$ cat config.mk
export PLATFORM = sky130hd
export DESIGN_NAME = negate_abs_round_subtract_alu
export DESIGN_NICKNAME = d
export VERILOG_FILES = /design/src/alu_pkg.sv /design/src/gp_register_file.sv /design/src/negate_abs_round_subtract_alu.sv
export SDC_FILE = /design/constraint.sdc
export NUM_CORES = 2
export LEC_CHECK = 0
export BUFFER_PORTS_ARGS = -buffer_cell sky130_fd_sc_hd__buf_4
export CAP_MARGIN = 20
export CORE_MARGIN = 2
export CORE_UTILIZATION = 50
export CTS_CLUSTER_SIZE = 40
export DETAILED_ROUTE_END_ITERATION = 16
export GPL_TIMING_DRIVEN = 0
export MAX_ROUTING_LAYER = met4
export PLACE_DENSITY_LB_ADDON = 0.3
export SYNTH_ARGS = -nofsm -noshare
export SYNTH_HDL_FRONTEND = slang
export SYNTH_SLANG_ARGS = --single-unit
$ cat constraint.sdc
create_clock -name sys_clk -period 26.8 [get_ports sys_clk]
set_input_delay 6.7 -clock sys_clk [delete_from_list [all_inputs] [get_ports sys_clk]]
set_output_delay 6.7 -clock sys_clk [all_outputs]
set_load 0.02 [all_outputs]
$ cat src/alu_pkg.sv
// Purpose: shared constants and types for the negate/abs/round/subtract datapath
// Assumes: 24-bit general registers, octal opcodes given here in hex
// Notes: register index order matches the one-hot select bit order
package alu_pkg;

  // ==========================================================
  // widths and register indices
  localparam int WORD_W = 24;
  localparam int REG_COUNT = 6;
  localparam int SEL_W = 6;
  localparam int DBL_W = 47;
  localparam int IDX_I = 0;
  localparam int IDX_J = 1;
  localparam int IDX_K = 2;
  localparam int IDX_E = 3;
  localparam int IDX_A = 4;
  localparam int IDX_T = 5;

  // ==========================================================
  // instruction fields
  localparam int OP12_HI = 23;
  localparam int OP12_LO = 12;
  localparam int OP6_HI = 23;
  localparam int OP6_LO = 18;
  localparam int FIELD_HI = 17;
  localparam int FIELD_LO = 15;
  localparam int SRC_HI = 11;
  localparam int SRC_LO = 6;
  localparam int DST_HI = 5;
  localparam int DST_LO = 0;

  // ==========================================================
  // opcodes
  localparam logic [11:0] OPC_BYTE_NEGATE = 12'h005;
  localparam logic [11:0] OPC_BYTE_ABSOLUTE = 12'h006;
  localparam logic [11:0] OPC_REG_NEGATE = 12'h012;
  localparam logic [11:0] OPC_REG_ABSOLUTE = 12'h013;
  localparam logic [11:0] OPC_SIGN_INVERT = 12'h01A;
  localparam logic [11:0] OPC_DOUBLE_NEGATE = 12'h01B;
  localparam logic [11:0] OPC_DOUBLE_ABSOLUTE = 12'h01C;
  localparam logic [11:0] OPC_ROUND = 12'h03D;
  localparam logic [5:0] OPC_MULTIPLY_BY_REGISTER = 6'h30;
  localparam logic [5:0] OPC_SUBTRACT_MEMORY_FROM_INDEX = 6'h29;

  // ==========================================================
  // values and reset values
  localparam logic [23:0] WORD_FULL_NEG = 24'h80_0000;
  localparam logic [7:0] BYTE_FULL_NEG = 8'h80;
  localparam logic [23:0] REG_RESET = 24'h00_0000;
  localparam logic [23:0] INSTR_RESET = 24'h00_0000;
  localparam int ROUND_BIT = 22;

  // ==========================================================
  // execution timing in clock cycles
  localparam logic [1:0] SINGLE_EXEC_CYCLES = 2'd1;
  localparam logic [1:0] MULTI_EXEC_CYCLES = 2'd2;

  // ==========================================================
  // types
  typedef enum logic [1:0] {
    ST_IDLE = 2'b00,
    ST_FETCH = 2'b01,
    ST_EXEC = 2'b10,
    ST_SETTLE = 2'b11
  } state_t;

  typedef enum logic [3:0] {
    K_NONE = 4'b0000,
    K_BYTE_NEG = 4'b0001,
    K_BYTE_ABS = 4'b0010,
    K_REG_NEG = 4'b0011,
    K_REG_ABS = 4'b0100,
    K_SIGN_INV = 4'b0101,
    K_DBL_NEG = 4'b0110,
    K_DBL_ABS = 4'b0111,
    K_ROUND = 4'b1000,
    K_MULTIPLY = 4'b1001,
    K_SUB_MEM = 4'b1010
  } op_kind_t;

endpackage

$ cat src/gp_register_file.sv
// Purpose: six general registers with per-register write enables
// Assumes: one write data word per register, all writes in one cycle
// Notes: read data come straight from the storage flops
`timescale 1ns/1ps
`default_nettype none
module gp_register_file #(
  parameter int WIDTH = alu_pkg::WORD_W,
  parameter int COUNT = alu_pkg::REG_COUNT
) (
  input wire logic sys_clk,
  input wire logic rst,
  input wire logic ce,
  input wire logic [COUNT-1:0] wr_en,
  input wire logic [COUNT-1:0][WIDTH-1:0] wr_data,
  output logic [COUNT-1:0][WIDTH-1:0] rd_data
);
  import alu_pkg::*;

  // ==========================================================
  // elaboration checks
  initial begin
    if (WIDTH != WORD_W) $error("register width must match the datapath");
    if (COUNT < 1) $error("register count must be positive");
  end

  // ==========================================================
  // storage, one flop word per register
  genvar g;
  generate
    for (g = 0; g < COUNT; g++) begin : g_reg
      always_ff @(posedge sys_clk) begin
        if (rst) begin
          rd_data[g] <= REG_RESET;
        end else if (ce && wr_en[g]) begin
          rd_data[g] <= wr_data[g];
        end
      end
    end
  endgenerate
endmodule // gp_register_file
`default_nettype wire

$ cat src/negate_abs_round_subtract_alu.sv
// Purpose: negate, absolute, sign invert, round, multiply-by-register, subtract memory
// Assumes: decoder gives one instruction word per start pulse; memory answers with ack
// Notes: condition flags and overflow leave as registered levels
//
// What this block does
// - multiply register field 1..6 selects I, J, K, E, A, T
// - multiply overflows when both operands and product are full-scale negative
// - byte negate writes two's complement of low eight bits of A, upper bits kept
// - byte negate overflows on the full-scale negative byte
// - byte negate and byte absolute set flags from the byte result
// - register negate writes two's complement of source, sets flags
// - source and destination selects are six one-hot bits I..T
// - multiple sources are ORed; result goes to every selected destination
// - register negate changes only selected destinations and flags
// - word negate overflows on the full-scale negative word
// - selecting T gives multiple-register execution timing
// - double negate negates E:A in place, overflow on full-scale negative double
// - byte absolute replaces low byte with its magnitude, overflow on full-scale
// - sign invert flips only the sign bit and updates flags
// - sign invert overflows when the operand is zero
// - double absolute puts magnitude of E:A into E:A, overflow on full-scale
// - register absolute writes magnitude of merged source, overflow on full-scale
// - round writes source plus one when A bit 22 set, else source
// - round leaves the source alone unless it is also a destination
// - round overflow when carry into sign differs from carry out
// - subtract memory from index I, J or K, result back to that index
// - first memory reference is not indexed, indirect reference may be
// - double value is E high word and A low word
// - registers are 24 bits, bit 23 the sign
`timescale 1ns/1ps
`default_nettype none
module negate_abs_round_subtract_alu #(
  parameter int WIDTH = alu_pkg::WORD_W
) (
  input wire logic sys_clk,
  input wire logic rst,
  input wire logic ce,
  input wire logic start,
  input wire logic [alu_pkg::WORD_W-1:0] instr,
  input wire logic instr_indirect,
  input wire logic mem_ack,
  input wire logic [alu_pkg::WORD_W-1:0] mem_data,
  input wire logic load_en,
  input wire logic [alu_pkg::SEL_W-1:0] load_sel,
  input wire logic [alu_pkg::WORD_W-1:0] load_data,
  input wire logic ovf_clear,
  output logic busy,
  output logic done,
  output logic op_error,
  output logic mem_req,
  output logic mem_index_allowed,
  output logic cond_pos,
  output logic cond_neg,
  output logic cond_zero,
  output logic cond_ovf,
  output logic [alu_pkg::REG_COUNT-1:0][alu_pkg::WORD_W-1:0] regs
);
  import alu_pkg::*;

  // ==========================================================
  // elaboration checks
  initial begin
    if (WIDTH != WORD_W) $error("datapath width is fixed at 24 bits");
  end

  // ==========================================================
  // state
  state_t state;
  logic [WORD_W-1:0] ireg;
  logic [WORD_W-1:0] mem_word;
  logic [1:0] cycle_cnt;
  logic [SEL_W-1:0] res_sel;
  logic [WORD_W-1:0] res_word;
  logic [WORD_W-1:0] res_e;
  logic [WORD_W-1:0] res_a;
  logic res_neg;
  logic res_zero;
  logic res_ovf;
  logic res_err;

  // ==========================================================
  // field decode of the held instruction
  wire [11:0] op12 = ireg[OP12_HI:OP12_LO];
  wire [5:0] op6 = ireg[OP6_HI:OP6_LO];
  wire [2:0] rfield = ireg[FIELD_HI:FIELD_LO];
  wire [SEL_W-1:0] src_sel = ireg[SRC_HI:SRC_LO];
  wire [SEL_W-1:0] dst_sel = ireg[DST_HI:DST_LO];
  wire field_ok = (rfield >= 3'd1) && (rfield <= 3'd6);
  wire index_ok = (rfield >= 3'd1) && (rfield <= 3'd3);
  wire [SEL_W-1:0] field_sel = field_ok ? SEL_W'(6'h01 << (rfield - 3'd1)) : '0;

  // opcode classification
  wire is_short = (op6 == 6'h00);
  op_kind_t kind;
  assign kind = op_kind_t'(
    (is_short && op12 == OPC_BYTE_NEGATE) ? K_BYTE_NEG :
    (is_short && op12 == OPC_BYTE_ABSOLUTE) ? K_BYTE_ABS :
    (is_short && op12 == OPC_REG_NEGATE) ? K_REG_NEG :
    (is_short && op12 == OPC_REG_ABSOLUTE) ? K_REG_ABS :
    (is_short && op12 == OPC_SIGN_INVERT) ? K_SIGN_INV :
    (is_short && op12 == OPC_DOUBLE_NEGATE) ? K_DBL_NEG :
    (is_short && op12 == OPC_DOUBLE_ABSOLUTE) ? K_DBL_ABS :
    (is_short && op12 == OPC_ROUND) ? K_ROUND :
    (op6 == OPC_MULTIPLY_BY_REGISTER && field_ok) ? K_MULTIPLY :
    (op6 == OPC_SUBTRACT_MEMORY_FROM_INDEX && index_ok) ? K_SUB_MEM : K_NONE);
  wire uses_select = (kind == K_REG_NEG) || (kind == K_REG_ABS) ||
                     (kind == K_SIGN_INV) || (kind == K_ROUND);

  // ==========================================================
  // operand selection: OR of all selected sources, zero when none
  logic [WORD_W-1:0] merged_src;
  logic [WORD_W-1:0] field_src;
  always_comb begin
    merged_src = '0;
    field_src = '0;
    for (int i = 0; i < REG_COUNT; i++) begin
      if (src_sel[i]) merged_src = merged_src | regs[i];
      if (field_sel[i]) field_src = field_src | regs[i];
    end
  end

  // ==========================================================
  // arithmetic terms
  wire [WORD_W-1:0] acc = regs[IDX_A];
  wire [7:0] byte_in = acc[7:0];
  wire [7:0] byte_neg = 8'(~byte_in + 8'h01);
  wire [7:0] byte_abs = byte_in[7] ? byte_neg : byte_in;
  wire byte_full = (byte_in == BYTE_FULL_NEG);
  wire [WORD_W-1:0] word_neg = WORD_W'(~merged_src + 24'h00_0001);
  wire [WORD_W-1:0] word_abs = merged_src[WORD_W-1] ? word_neg : merged_src;
  wire word_full = (merged_src == WORD_FULL_NEG);
  // double integer: E high, A low 23 bits, A sign bit carries no weight
  wire [DBL_W-1:0] dbl_in = {regs[IDX_E], acc[WORD_W-2:0]};
  wire [DBL_W-1:0] dbl_neg = DBL_W'(~dbl_in + 47'h0000_0000_0001);
  wire [DBL_W-1:0] dbl_abs = dbl_in[DBL_W-1] ? dbl_neg : dbl_in;
  wire dbl_full = (dbl_in == {1'b1, {(DBL_W-1){1'b0}}});
  // round: add bit 22 of A, overflow from carry into and out of the sign
  wire round_inc = acc[ROUND_BIT];
  wire [WORD_W-1:0] round_sum = merged_src + {{(WORD_W-1){1'b0}}, round_inc};
  wire [WORD_W-1:0] low_sum = {1'b0, merged_src[WORD_W-2:0]} +
                              {{(WORD_W-1){1'b0}}, round_inc};
  wire round_cin = low_sum[WORD_W-1];
  wire round_cout = merged_src[WORD_W-1] & round_cin;
  wire round_ovf = round_cin ^ round_cout;
  // subtract memory word from index, carry rule for overflow
  wire [WORD_W:0] sub_full = {1'b0, field_src} + {1'b0, ~mem_word} + 25'h000_0001;
  wire [WORD_W-1:0] sub_low = {1'b0, field_src[WORD_W-2:0]} +
                              {1'b0, ~mem_word[WORD_W-2:0]} + 24'h00_0001;
  wire sub_ovf = sub_low[WORD_W-1] ^ sub_full[WORD_W];
  // multiply A by the field register, product in double format
  wire signed [2*WORD_W-1:0] product = $signed(acc) * $signed(field_src);
  wire mul_ovf = (acc == WORD_FULL_NEG) && (field_src == WORD_FULL_NEG) &&
                 (product[DBL_W-1:WORD_W-1] == WORD_FULL_NEG);

  // timer in either select group takes the longer timing
  wire t_chosen = uses_select && (src_sel[IDX_T] || dst_sel[IDX_T]);
  wire [1:0] exec_cycles = t_chosen ? MULTI_EXEC_CYCLES : SINGLE_EXEC_CYCLES;

  // ==========================================================
  // result selection for each operation
  logic [SEL_W-1:0] next_sel;
  logic [WORD_W-1:0] next_word;
  logic [WORD_W-1:0] next_e;
  logic [WORD_W-1:0] next_a;
  logic next_neg;
  logic next_zero;
  logic next_ovf;
  logic next_err;
  always_comb begin
    next_sel = '0;
    next_word = '0;
    next_e = '0;
    next_a = '0;
    next_neg = 1'b0;
    next_zero = 1'b0;
    next_ovf = 1'b0;
    next_err = 1'b0;
    case (kind)
      K_BYTE_NEG, K_BYTE_ABS: begin
        next_word = {acc[WORD_W-1:8], (kind == K_BYTE_NEG) ? byte_neg : byte_abs};
        next_sel = SEL_W'(6'h01 << IDX_A);
        next_neg = next_word[7];
        next_zero = (next_word[7:0] == 8'h00);
        next_ovf = byte_full;
      end
      K_REG_NEG: begin
        next_word = word_neg;
        next_sel = dst_sel;
        next_ovf = word_full;
      end
      K_REG_ABS: begin
        next_word = word_abs;
        next_sel = dst_sel;
        next_ovf = word_full;
      end
      K_SIGN_INV: begin
        next_word = {~merged_src[WORD_W-1], merged_src[WORD_W-2:0]};
        next_sel = dst_sel;
        next_ovf = (merged_src == '0);
      end
      K_ROUND: begin
        next_word = round_sum;
        next_sel = dst_sel;
        next_ovf = round_ovf;
      end
      K_DBL_NEG, K_DBL_ABS: begin
        next_e = (kind == K_DBL_NEG) ? dbl_neg[DBL_W-1:WORD_W-1] :
                                       dbl_abs[DBL_W-1:WORD_W-1];
        next_a = {1'b0, (kind == K_DBL_NEG) ? dbl_neg[WORD_W-2:0] : dbl_abs[WORD_W-2:0]};
        next_sel = SEL_W'(6'h01 << IDX_E) | SEL_W'(6'h01 << IDX_A);
        next_neg = next_e[WORD_W-1];
        next_zero = (next_e == '0) && (next_a == '0);
        next_ovf = dbl_full;
      end
      K_MULTIPLY: begin
        next_e = product[DBL_W-1:WORD_W-1];
        next_a = {1'b0, product[WORD_W-2:0]};
        next_sel = SEL_W'(6'h01 << IDX_E) | SEL_W'(6'h01 << IDX_A);
        next_neg = next_e[WORD_W-1];
        next_zero = (next_e == '0) && (next_a == '0);
        next_ovf = mul_ovf;
      end
      K_SUB_MEM: begin
        next_word = sub_full[WORD_W-1:0];
        next_sel = field_sel;
        next_ovf = sub_ovf;
      end
      default: begin
        next_err = 1'b1;
      end
    endcase
    // single-word results take flags from the whole word
    if (kind != K_BYTE_NEG && kind != K_BYTE_ABS && kind != K_DBL_NEG &&
        kind != K_DBL_ABS && kind != K_MULTIPLY && kind != K_NONE) begin
      next_neg = next_word[WORD_W-1];
      next_zero = (next_word == '0);
    end
    if (kind != K_DBL_NEG && kind != K_DBL_ABS && kind != K_MULTIPLY) begin
      next_e = next_word;
      next_a = next_word;
    end
  end

  // ==========================================================
  // register file write path: commit or idle-time load
  wire commit = (state == ST_SETTLE) && (cycle_cnt == 2'd1);
  wire load_ok = (state == ST_IDLE) && load_en && !start;
  wire [REG_COUNT-1:0] wr_en = commit ? res_sel : (load_ok ? load_sel : '0);
  logic [REG_COUNT-1:0][WORD_W-1:0] wr_data;
  always_comb begin
    for (int i = 0; i < REG_COUNT; i++) begin
      if (!commit) wr_data[i] = load_data;
      else if (i == IDX_E) wr_data[i] = res_e;
      else if (i == IDX_A) wr_data[i] = res_a;
      else wr_data[i] = res_word;
    end
  end

  gp_register_file #(
    .WIDTH(WORD_W),
    .COUNT(REG_COUNT)
  ) u_regs (
    .sys_clk(sys_clk),
    .rst(rst),
    .ce(ce),
    .wr_en(wr_en),
    .wr_data(wr_data),
    .rd_data(regs)
  );

  // ==========================================================
  // sequencer
  wire sub_mem_start = (instr[OP6_HI:OP6_LO] == OPC_SUBTRACT_MEMORY_FROM_INDEX);
  always_ff @(posedge sys_clk) begin
    if (rst) begin
      state <= ST_IDLE;
      ireg <= INSTR_RESET;
      mem_word <= '0;
      mem_req <= 1'b0;
      mem_index_allowed <= 1'b0;
      cycle_cnt <= 2'd0;
    end else if (ce) begin
      case (state)
        ST_IDLE: begin
          if (start) begin
            ireg <= instr;
            state <= sub_mem_start ? ST_FETCH : ST_EXEC;
            mem_req <= sub_mem_start;
            mem_index_allowed <= sub_mem_start && instr_indirect;
          end
        end
        ST_FETCH: begin
          if (mem_ack) begin
            mem_word <= mem_data;
            mem_req <= 1'b0;
            mem_index_allowed <= 1'b0;
            state <= ST_EXEC;
          end
        end
        ST_EXEC: begin
          cycle_cnt <= exec_cycles;
          state <= ST_SETTLE;
        end
        ST_SETTLE: begin
          if (cycle_cnt == 2'd1) state <= ST_IDLE;
          else cycle_cnt <= cycle_cnt - 2'd1;
        end
        default: state <= ST_IDLE;
      endcase
    end
  end

  // result capture at the execute step
  always_ff @(posedge sys_clk) begin
    if (rst) begin
      res_sel <= '0;
      res_word <= '0;
      res_e <= '0;
      res_a <= '0;
      res_neg <= 1'b0;
      res_zero <= 1'b0;
      res_ovf <= 1'b0;
      res_err <= 1'b0;
    end else if (ce && state == ST_EXEC) begin
      res_sel <= next_err ? '0 : next_sel;
      res_word <= next_word;
      res_e <= next_e;
      res_a <= next_a;
      res_neg <= next_neg;
      res_zero <= next_zero;
      res_ovf <= next_ovf;
      res_err <= next_err;
    end
  end

  // ==========================================================
  // condition register and status; overflow set wins over clear
  always_ff @(posedge sys_clk) begin
    if (rst) begin
      cond_pos <= 1'b0;
      cond_neg <= 1'b0;
      cond_zero <= 1'b0;
      cond_ovf <= 1'b0;
      done <= 1'b0;
      op_error <= 1'b0;
      busy <= 1'b0;
    end else if (ce) begin
      done <= commit;
      op_error <= commit && res_err;
      busy <= (state == ST_IDLE) ? start : !commit;
      if (commit && !res_err) begin
        cond_pos <= !res_neg && !res_zero;
        cond_neg <= res_neg;
        cond_zero <= res_zero;
      end
      if (commit && !res_err && res_ovf) cond_ovf <= 1'b1;
      else if (ovf_clear) cond_ovf <= 1'b0;
    end
  end
endmodule // negate_abs_round_subtract_alu
`default_nettype wire

* Word-level counts from Yosys, hierarchy flattened *
Index checks and enable logic that the tools add are counted.

cells by class
  divide/modulo/power cells = 0
  multiply operators = 1
  equality and inequality tests = 40
  add/sub/neg operators = 11
  shifts and indexed selects = 1
  $lt $le $gt $ge = 3
  bitwise gates (word level) = 19
  reduce and logical (&&, ||, !) cells = 74
  muxes and demuxes = 63

operators by type and width
  kind                                                                     count
  24-bit 2-to-1 mux                                                        19
  24-bit bitwise OR                                                        10
  24-bit one-hot mux with 6 select lines                                   1
  24-bit equality test (second input constant)                             4
  24-bit zero test                                                         4
  12-bit by 5-bit equality test with 1-bit output (second input constant)  5
  24-bit by 1-bit adder with 24-bit output (second input constant)         2
  24-bit NOT                                                               2
  24-bit one-hot mux with 2 select lines                                   1
  47-bit by 1-bit adder with 47-bit output (second input constant)         1
  47-bit equality test (second input constant)                             1
  24-bit by 24-bit multiplier with 47-bit output                           1
  47-bit 2-to-1 mux                                                        1
  47-bit NOT                                                               1
  23-bit zero test                                                         2
  23-bit one-hot mux with 2 select lines                                   1
  4-bit 2-to-1 mux                                                         10
  1-bit logical AND                                                        39
  24-bit by 24-bit adder with 25-bit output                                1
  25-bit by 1-bit adder with 25-bit output (second input constant)         1
  23-bit by 1-bit adder with 24-bit output                                 1
  23-bit by 23-bit adder with 24-bit output                                1
  24-bit by 1-bit adder with 24-bit output                                 1
  12-bit by 3-bit equality test with 1-bit output (second input constant)  2
  52 further kinds                                                         100

storage, ports and cells
  register bits = 287
  input bits = 86
  memories = 0
  memory bits (writable) = 0
  logic and storage cells = 239
  memory bits (read-only) = 0
  bits in latches = 0
  output and inout bits = 153

* Depth between registers and ports, before layout *
  depth in word-level cells = 20
  gate-level depth with buffers = 37
  mapped depth without buffers = 31

* Cells and area by module *
Synthesis repeated with hierarchy kept, for this count alone.

unflattened totals
  cell total of the unflattened synthesis = 4,873
  area, all modules = 40,498.8 sq um

modules (own cells, without submodules)
  module                         seq. area each (sq um)  area each (sq um)  cells each  instances
  negate_abs_round_subtract_alu  2,862.7                 34,290.4           4,219       1
  gp_register_file               2,882.8                 6,208.5            654         1

* Worst setup path after synthesis *
No wires, ideal clock.

  kind = input port to flip-flop
  from = input ce
  to = register res_zero
  arrival time = 9,091 ps
  cell stages on the path = 12
  data required time = 26,716 ps
  setup time = 84 ps
  path buffers = 2
  slack = 17,625 ps
  path through = clkbuf_1 > and2_1 > clkbuf_1 > nor2_1 > nor2_1 > and4b_1 > nand3_1 > or4_1 > nor4_1 > nand4_1 > or4_1 > o31ai_2

on the way
  word-level cells in the longest chain between the ends = 1

ends and longest elaborated chain
  what                  RTL line                              RTL
  from (decl)           negate_abs_round_subtract_alu.sv:37   input wire logic ce,
  1-bit logical AND     negate_abs_round_subtract_alu.sv:324  end else if (ce && state == ST_EXEC) begin
  to (signal assigned)  negate_abs_round_subtract_alu.sv:330  res_zero <= next_zero;
  to (decl)             negate_abs_round_subtract_alu.sv:77   logic res_zero;

Every way passes these cells.
A chain may end at the register's enable or synchronous reset.

* Worst setup path after layout *
  from = register ireg[15]
  to = register res_e[23]

on the way
  word-level cells in the longest chain between the ends = 18
  elaborated cells between the ends (all ways) = 71
  those cells by class = 3 x add/sub; 1 x mul; 3 x order compare; 21 x eq/ne; 1 x shift; 21 x mux; 5 x bitwise; 16 x reduce/logical

ends and longest elaborated chain
  what                                                                              RTL line                                                                  RTL
  from (decl)                                                                       negate_abs_round_subtract_alu.sv:69                                       logic [WORD_W-1:0] ireg;
  from (signal assigned)                                                            negate_abs_round_subtract_alu.sv:286                                      ireg <= instr;
  3-bit by 1-bit subtractor with 3-bit output (tied with other cells)               negate_abs_round_subtract_alu.sv:90                                       wire [SEL_W-1:0] field_sel = field_ok ? SEL_W'(6'h01 << (rfield - 3'd1)) : '0;
  1-bit by 3-bit left shift with 6-bit output or 1-bit logical AND (tied branches)  negate_abs_round_subtract_alu.sv:90, negate_abs_round_subtract_alu.sv:88
  6-bit 2-to-1 mux                                                                  negate_abs_round_subtract_alu.sv:90
  24-bit 2-to-1 mux                                                                 negate_abs_round_subtract_alu.sv:118                                      if (field_sel[i]) field_src = field_src | regs[i];
  24-bit bitwise OR                                                                 negate_abs_round_subtract_alu.sv:118
  24-bit 2-to-1 mux                                                                 negate_abs_round_subtract_alu.sv:118
  24-bit bitwise OR                                                                 negate_abs_round_subtract_alu.sv:118
  24-bit 2-to-1 mux                                                                 negate_abs_round_subtract_alu.sv:118
  [... 2 more ...]                                                                  -
  24-bit bitwise OR                                                                 negate_abs_round_subtract_alu.sv:118
  24-bit 2-to-1 mux                                                                 negate_abs_round_subtract_alu.sv:118
  24-bit bitwise OR                                                                 negate_abs_round_subtract_alu.sv:118
  24-bit 2-to-1 mux                                                                 negate_abs_round_subtract_alu.sv:118
  24-bit by 24-bit adder with 25-bit output                                         negate_abs_round_subtract_alu.sv:146                                      wire [WORD_W:0] sub_full = {1'b0, field_src} + {1'b0, ~mem_word} + 25'h000_0001;
  25-bit by 1-bit adder with 25-bit output                                          negate_abs_round_subtract_alu.sv:146
  24-bit one-hot mux with 6 select lines                                            negate_abs_round_subtract_alu.sv:178                                      case (kind)
  24-bit 2-to-1 mux (*)                                                             negate_abs_round_subtract_alu.sv:238                                      if (kind != K_DBL_NEG && kind != K_DBL_ABS && kind != K_MULTIPLY) begin
  to (signal assigned)                                                              negate_abs_round_subtract_alu.sv:327                                      res_e <= next_e;
  to (decl)                                                                         negate_abs_round_subtract_alu.sv:74                                       logic [WORD_W-1:0] res_e;

Every way passes the cells marked *; elsewhere a longest branch is shown, timed or not.

==> impl_metrics.toml <==
[final_layout]
area_growth_pct = 11.54
final_common_cell = "fa_1"
fin_nets = 5864
drive_above_1_share = 0.08487
stdcell_count = 6102
mostFrequentLayoutCells = "fa_1, inv_1, nand2_1"
fillers = 7309

[logic_synthesis]
syn_avg_cell_area_um2 = 8.352
ys_types = 91
yosysWarningCount = 0
mappedNetlistArea_um2 = 39360
synth_edf_count = 0
synth_ff_type = "dfxtp_1"
ys_ff_latch = 287
synth_nets = 5568
ys_seq_area_frac = 0.1460
syn_inst = 4712
async_flop_share = 0

[setup_path]
critPathArrivalTime_ps = 14690
path_delay_family = "compound AO/OA/AOI/OAI gates"
r2r_cells = 33
cp_slowest_stage_delay_ps = 1190
worstPathMaxFanout = 10
r2r_end = "res_e[23]$_SDFFE_PP0P_"
cp.required_ps = 27300
crit_type = "reg2reg"
cpMostUsedCell = "fa_1"
rrSetupSlack_ps = 12610
r2r-start = "ireg[15]$_SDFFE_PP0P_"
path_buf_inv = 10
slowest_stage = "a221oi_1"
startpoint = "ireg[15]$_SDFFE_PP0P_"
crit_path_end_kind = "register"
start_kind = "register"

[clocking]
cts_buffers = 31
postCtsSetupRepairBufs = 0
cts_max_path_buffers = 3
clock_latency_ps = 640
ctsRootBufferMaster = "clkbuf_16"
h-tree-depth = 1
hold_buffers = 0
tritoncts = "built"
clkSlewWorstSetupHoldPaths_ps = 70
cts_sinks = 287
cts_resized = 0

[timing]
layout_worst_path_cycle_share = 0.5296
worstMarginPinSlew_ps = 1558
maxSlewHeadroom = -0.03845
hold_violations = 0
timing.fmax_ghz = 0.07046
finalSetupViolations = 0
rsz0062_at_grt = "false"
finClkSkew_ps = 15.79
finalMaxSlewViolations = 4
tns_ps = 0
min_period_ps = 14190

[floorplanning]
die_h_um = 284.6
ios = 239
coreArea_um2 = 77720
die_area_um2 = 80970
rows = 102
start_util = 0.5064
die_x_um = 284.6

[status]
status = "complete, but fails checks"
violations = "slew limit"

[hold_path]
min_path_cells = 2
holdCritPathClass = "reg2reg"
hold_end = "mem_word[4]$_SDFFE_PP0P_"
hold_start = "mem_word[4]$_SDFFE_PP0P_"

[routing]
first_pass_iters = 9
via_per_inst = 6.546
num_vias = 39940
antenna_left = 0
drt-total-wl_um = 199100
drtIter0Drc = 5497
drc = 0
wl_per_cell_um = 32.62

[power_and_ir_drop]
pwr-share-seq = 0.355
power_frac_clock = 0.328
power_density_nw_per_um2 = 30.74
peakVddDrop_uv = 59.47
power_leakage_nw = 16.92
combPwrFrac = 0.318
power.switching_w = 0.0005404
intPower_w = 0.0008089
swShare = 0.4005

[placement]
port_buffers = 236
place_inst = 6011
place.gp.congestion = 1.115
dpl.hpwl_um = 160700

[global_route]
grt.total_usage = 0.5005
grt_start_max_net_pins = 17
first_global_vias = 38950
grt_pass1_wl_um = 280700
antenna_found_initial = 18
grt_overflow = 0

[job]
cap_violations = 0
-- worst register-to-register path: cells and delay by family (launching register included) --
| kind | cells | cell delay, ps |
|---|---|---|
| simple gates | 6 | 1080 |
| compound gates | 8 | 4830 |
| flops | 1 | 450 |
| fa+ha+maj | 8 | 3950 |
| buf+inv | 10 | 3370 |
| xor+xnor | 1 | 380 |
-- Yosys cell counts (15+ instances only) --
cell type	n	area share
nand3_1	74	0.0094
a211oi_1	204	0.039
o31ai_1	17	0.0032
a22oi_1	102	0.019
nand2b_1	25	0.0040
buf_2	15	0.0019
inv_1	563	0.054
nand4_1	29	0.0046
ha_1	170	0.054
nor2b_1	43	0.0068
buf_1	17	0.0016
a31oi_1	20	0.0032
a21oi_1	261	0.033
nor4_1	31	0.0049
and3_1	35	0.0056
mux2i_1	19	0.0048
clkbuf_1	295	0.028
dfxtp_1	287	0.15
nand2_1	520	0.050
a311oi_1	18	0.0040
and2_1	263	0.042
xor2_1	46	0.010
nor2_1	388	0.037
or2_2	22	0.0035
o21ai_0	91	0.012
or3_1	23	0.0037
fa_1	600	0.31
nor3_1	89	0.011
a21o_1	33	0.0063
xnor2_1	78	0.017
o211ai_1	21	0.0040
a221oi_1	34	0.0076
a22o_1	20	0.0045
o21a_1	15	0.0029
-- sequential cells by signal (all words and copies together), names as in the netlist --
signal	count
res_a	24
u_regs.rd_data	144
state	2
mem_index_allowed	1
cond_zero	1
cond_ovf	1
cond_pos	1
res_err	1
cond_neg	1
cycle_cnt	2
done	1
res_ovf	1
busy	1
mem_req	1
res_word	24
op_error	1
mem_word	24
res_neg	1
res_zero	1
ireg	24
res_e	24
res_sel	6
-- cell families (layout without fill, tap and decap cells) --
family / Yosys count / after routing / share of synthesized area
XOR/XNOR: 124 / 124 / 0.02760
other: 0 / 31 / 0
buffers and inverters: 914 / 1233 / 0.09083
AO/OA/AOI/OAI: 972 / 972 / 0.1688
AND/OR/NAND/NOR: 1613 / 1613 / 0.1990
flip-flops: 287 / 287 / 0.1460
adder cells (fa/ha/maj): 770 / 770 / 0.3592
multiplexers: 32 / 32 / 0.008552
-- final cells by class --
type | count | area, µm² | share of cell area
clock buffer | 42 | 867.1 | 0.01975
sequential | 287 | 5746 | 0.1309
antenna | 31 | 77.57 | 0.001767
buffer | 349 | 1455 | 0.03315
multi-input combinational | 3511 | 30100 | 0.6855
inverter | 565 | 2121 | 0.04831
tap | 1040 | 1301 | 0.02964
clock inverter | 14 | 108.9 | 0.002480
timing repair buffer | 263 | 2128 | 0.04848
-- power groups by stage --
| stage | Sequential [W] | Clock (W) | Combinational, W |
|---|---|---|---|
| after floorplan | 0.000480 | 0 | 0.000232 |
| after global placement | 0.000485 | 0 | 0.000396 |
| after detailed placement | 0.000485 | 0 | 0.000402 |
| after CTS | 0.000476 | 0.000436 | 0.000405 |
| after global routing | 0.000478 | 0.000453 | 0.000445 |
| final | 0.000479 | 0.000442 | 0.000429 |
-- per-stage QoR --
| step | worst slack (ps) | power, W | instance area, µm² | hold WS (ps) | utilization |
|---|---|---|---|---|---|
| 2_1_floorplan | 17620 | 0.0007119 | 39360 | 432.2 | - |
| 3_3_place_gp | 13170 | 0.0008808 | 42430 | 445.5 | 0.5459 |
| 3_5_place_dp | 13720 | 0.0008876 | 42800 | 449.8 | 0.5506 |
| 4_1_cts | 13660 | 0.001317 | 43770 | 459.2 | 0.5632 |
| 5_1_grt | 12670 | 0.001376 | 43870 | 477.9 | 0.5645 |
| 6_report | 12610 | 0.001349 | 43900 | 458.8 | 0.5648 |
-- routing by layer --
| layer | global-route usage | up-vias | share of wire |
|---|---|---|---|
| met1 | 0.6537 | 19870 | 0.39 |
| met5 | - | - | 0 |
| met3 | 0.1777 | 722 | 0.14 |
| li1 | - | 16330 | - |
| met4 | 0.2978 | 0 | 0.077 |
| met2 | 0.6596 | 3021 | 0.39 |
-- worst max-delay path by stage --
stage	end	slack [ps]	cells after the start
floorplan	res_zero$_SDFFE_PP0P_	17620	12
global placement	res_ovf$_SDFFE_PP0P_	13170	31
detailed placement	res_e[23]$_SDFFE_PP0P_	13720	33
finish	res_e[23]$_SDFFE_PP0P_	12610	33
global route	res_e[23]$_SDFFE_PP0P_	12670	33
CTS	res_e[23]$_SDFFE_PP0P_	13660	33
Note: power is estimated with default switching activity, not from simulation.
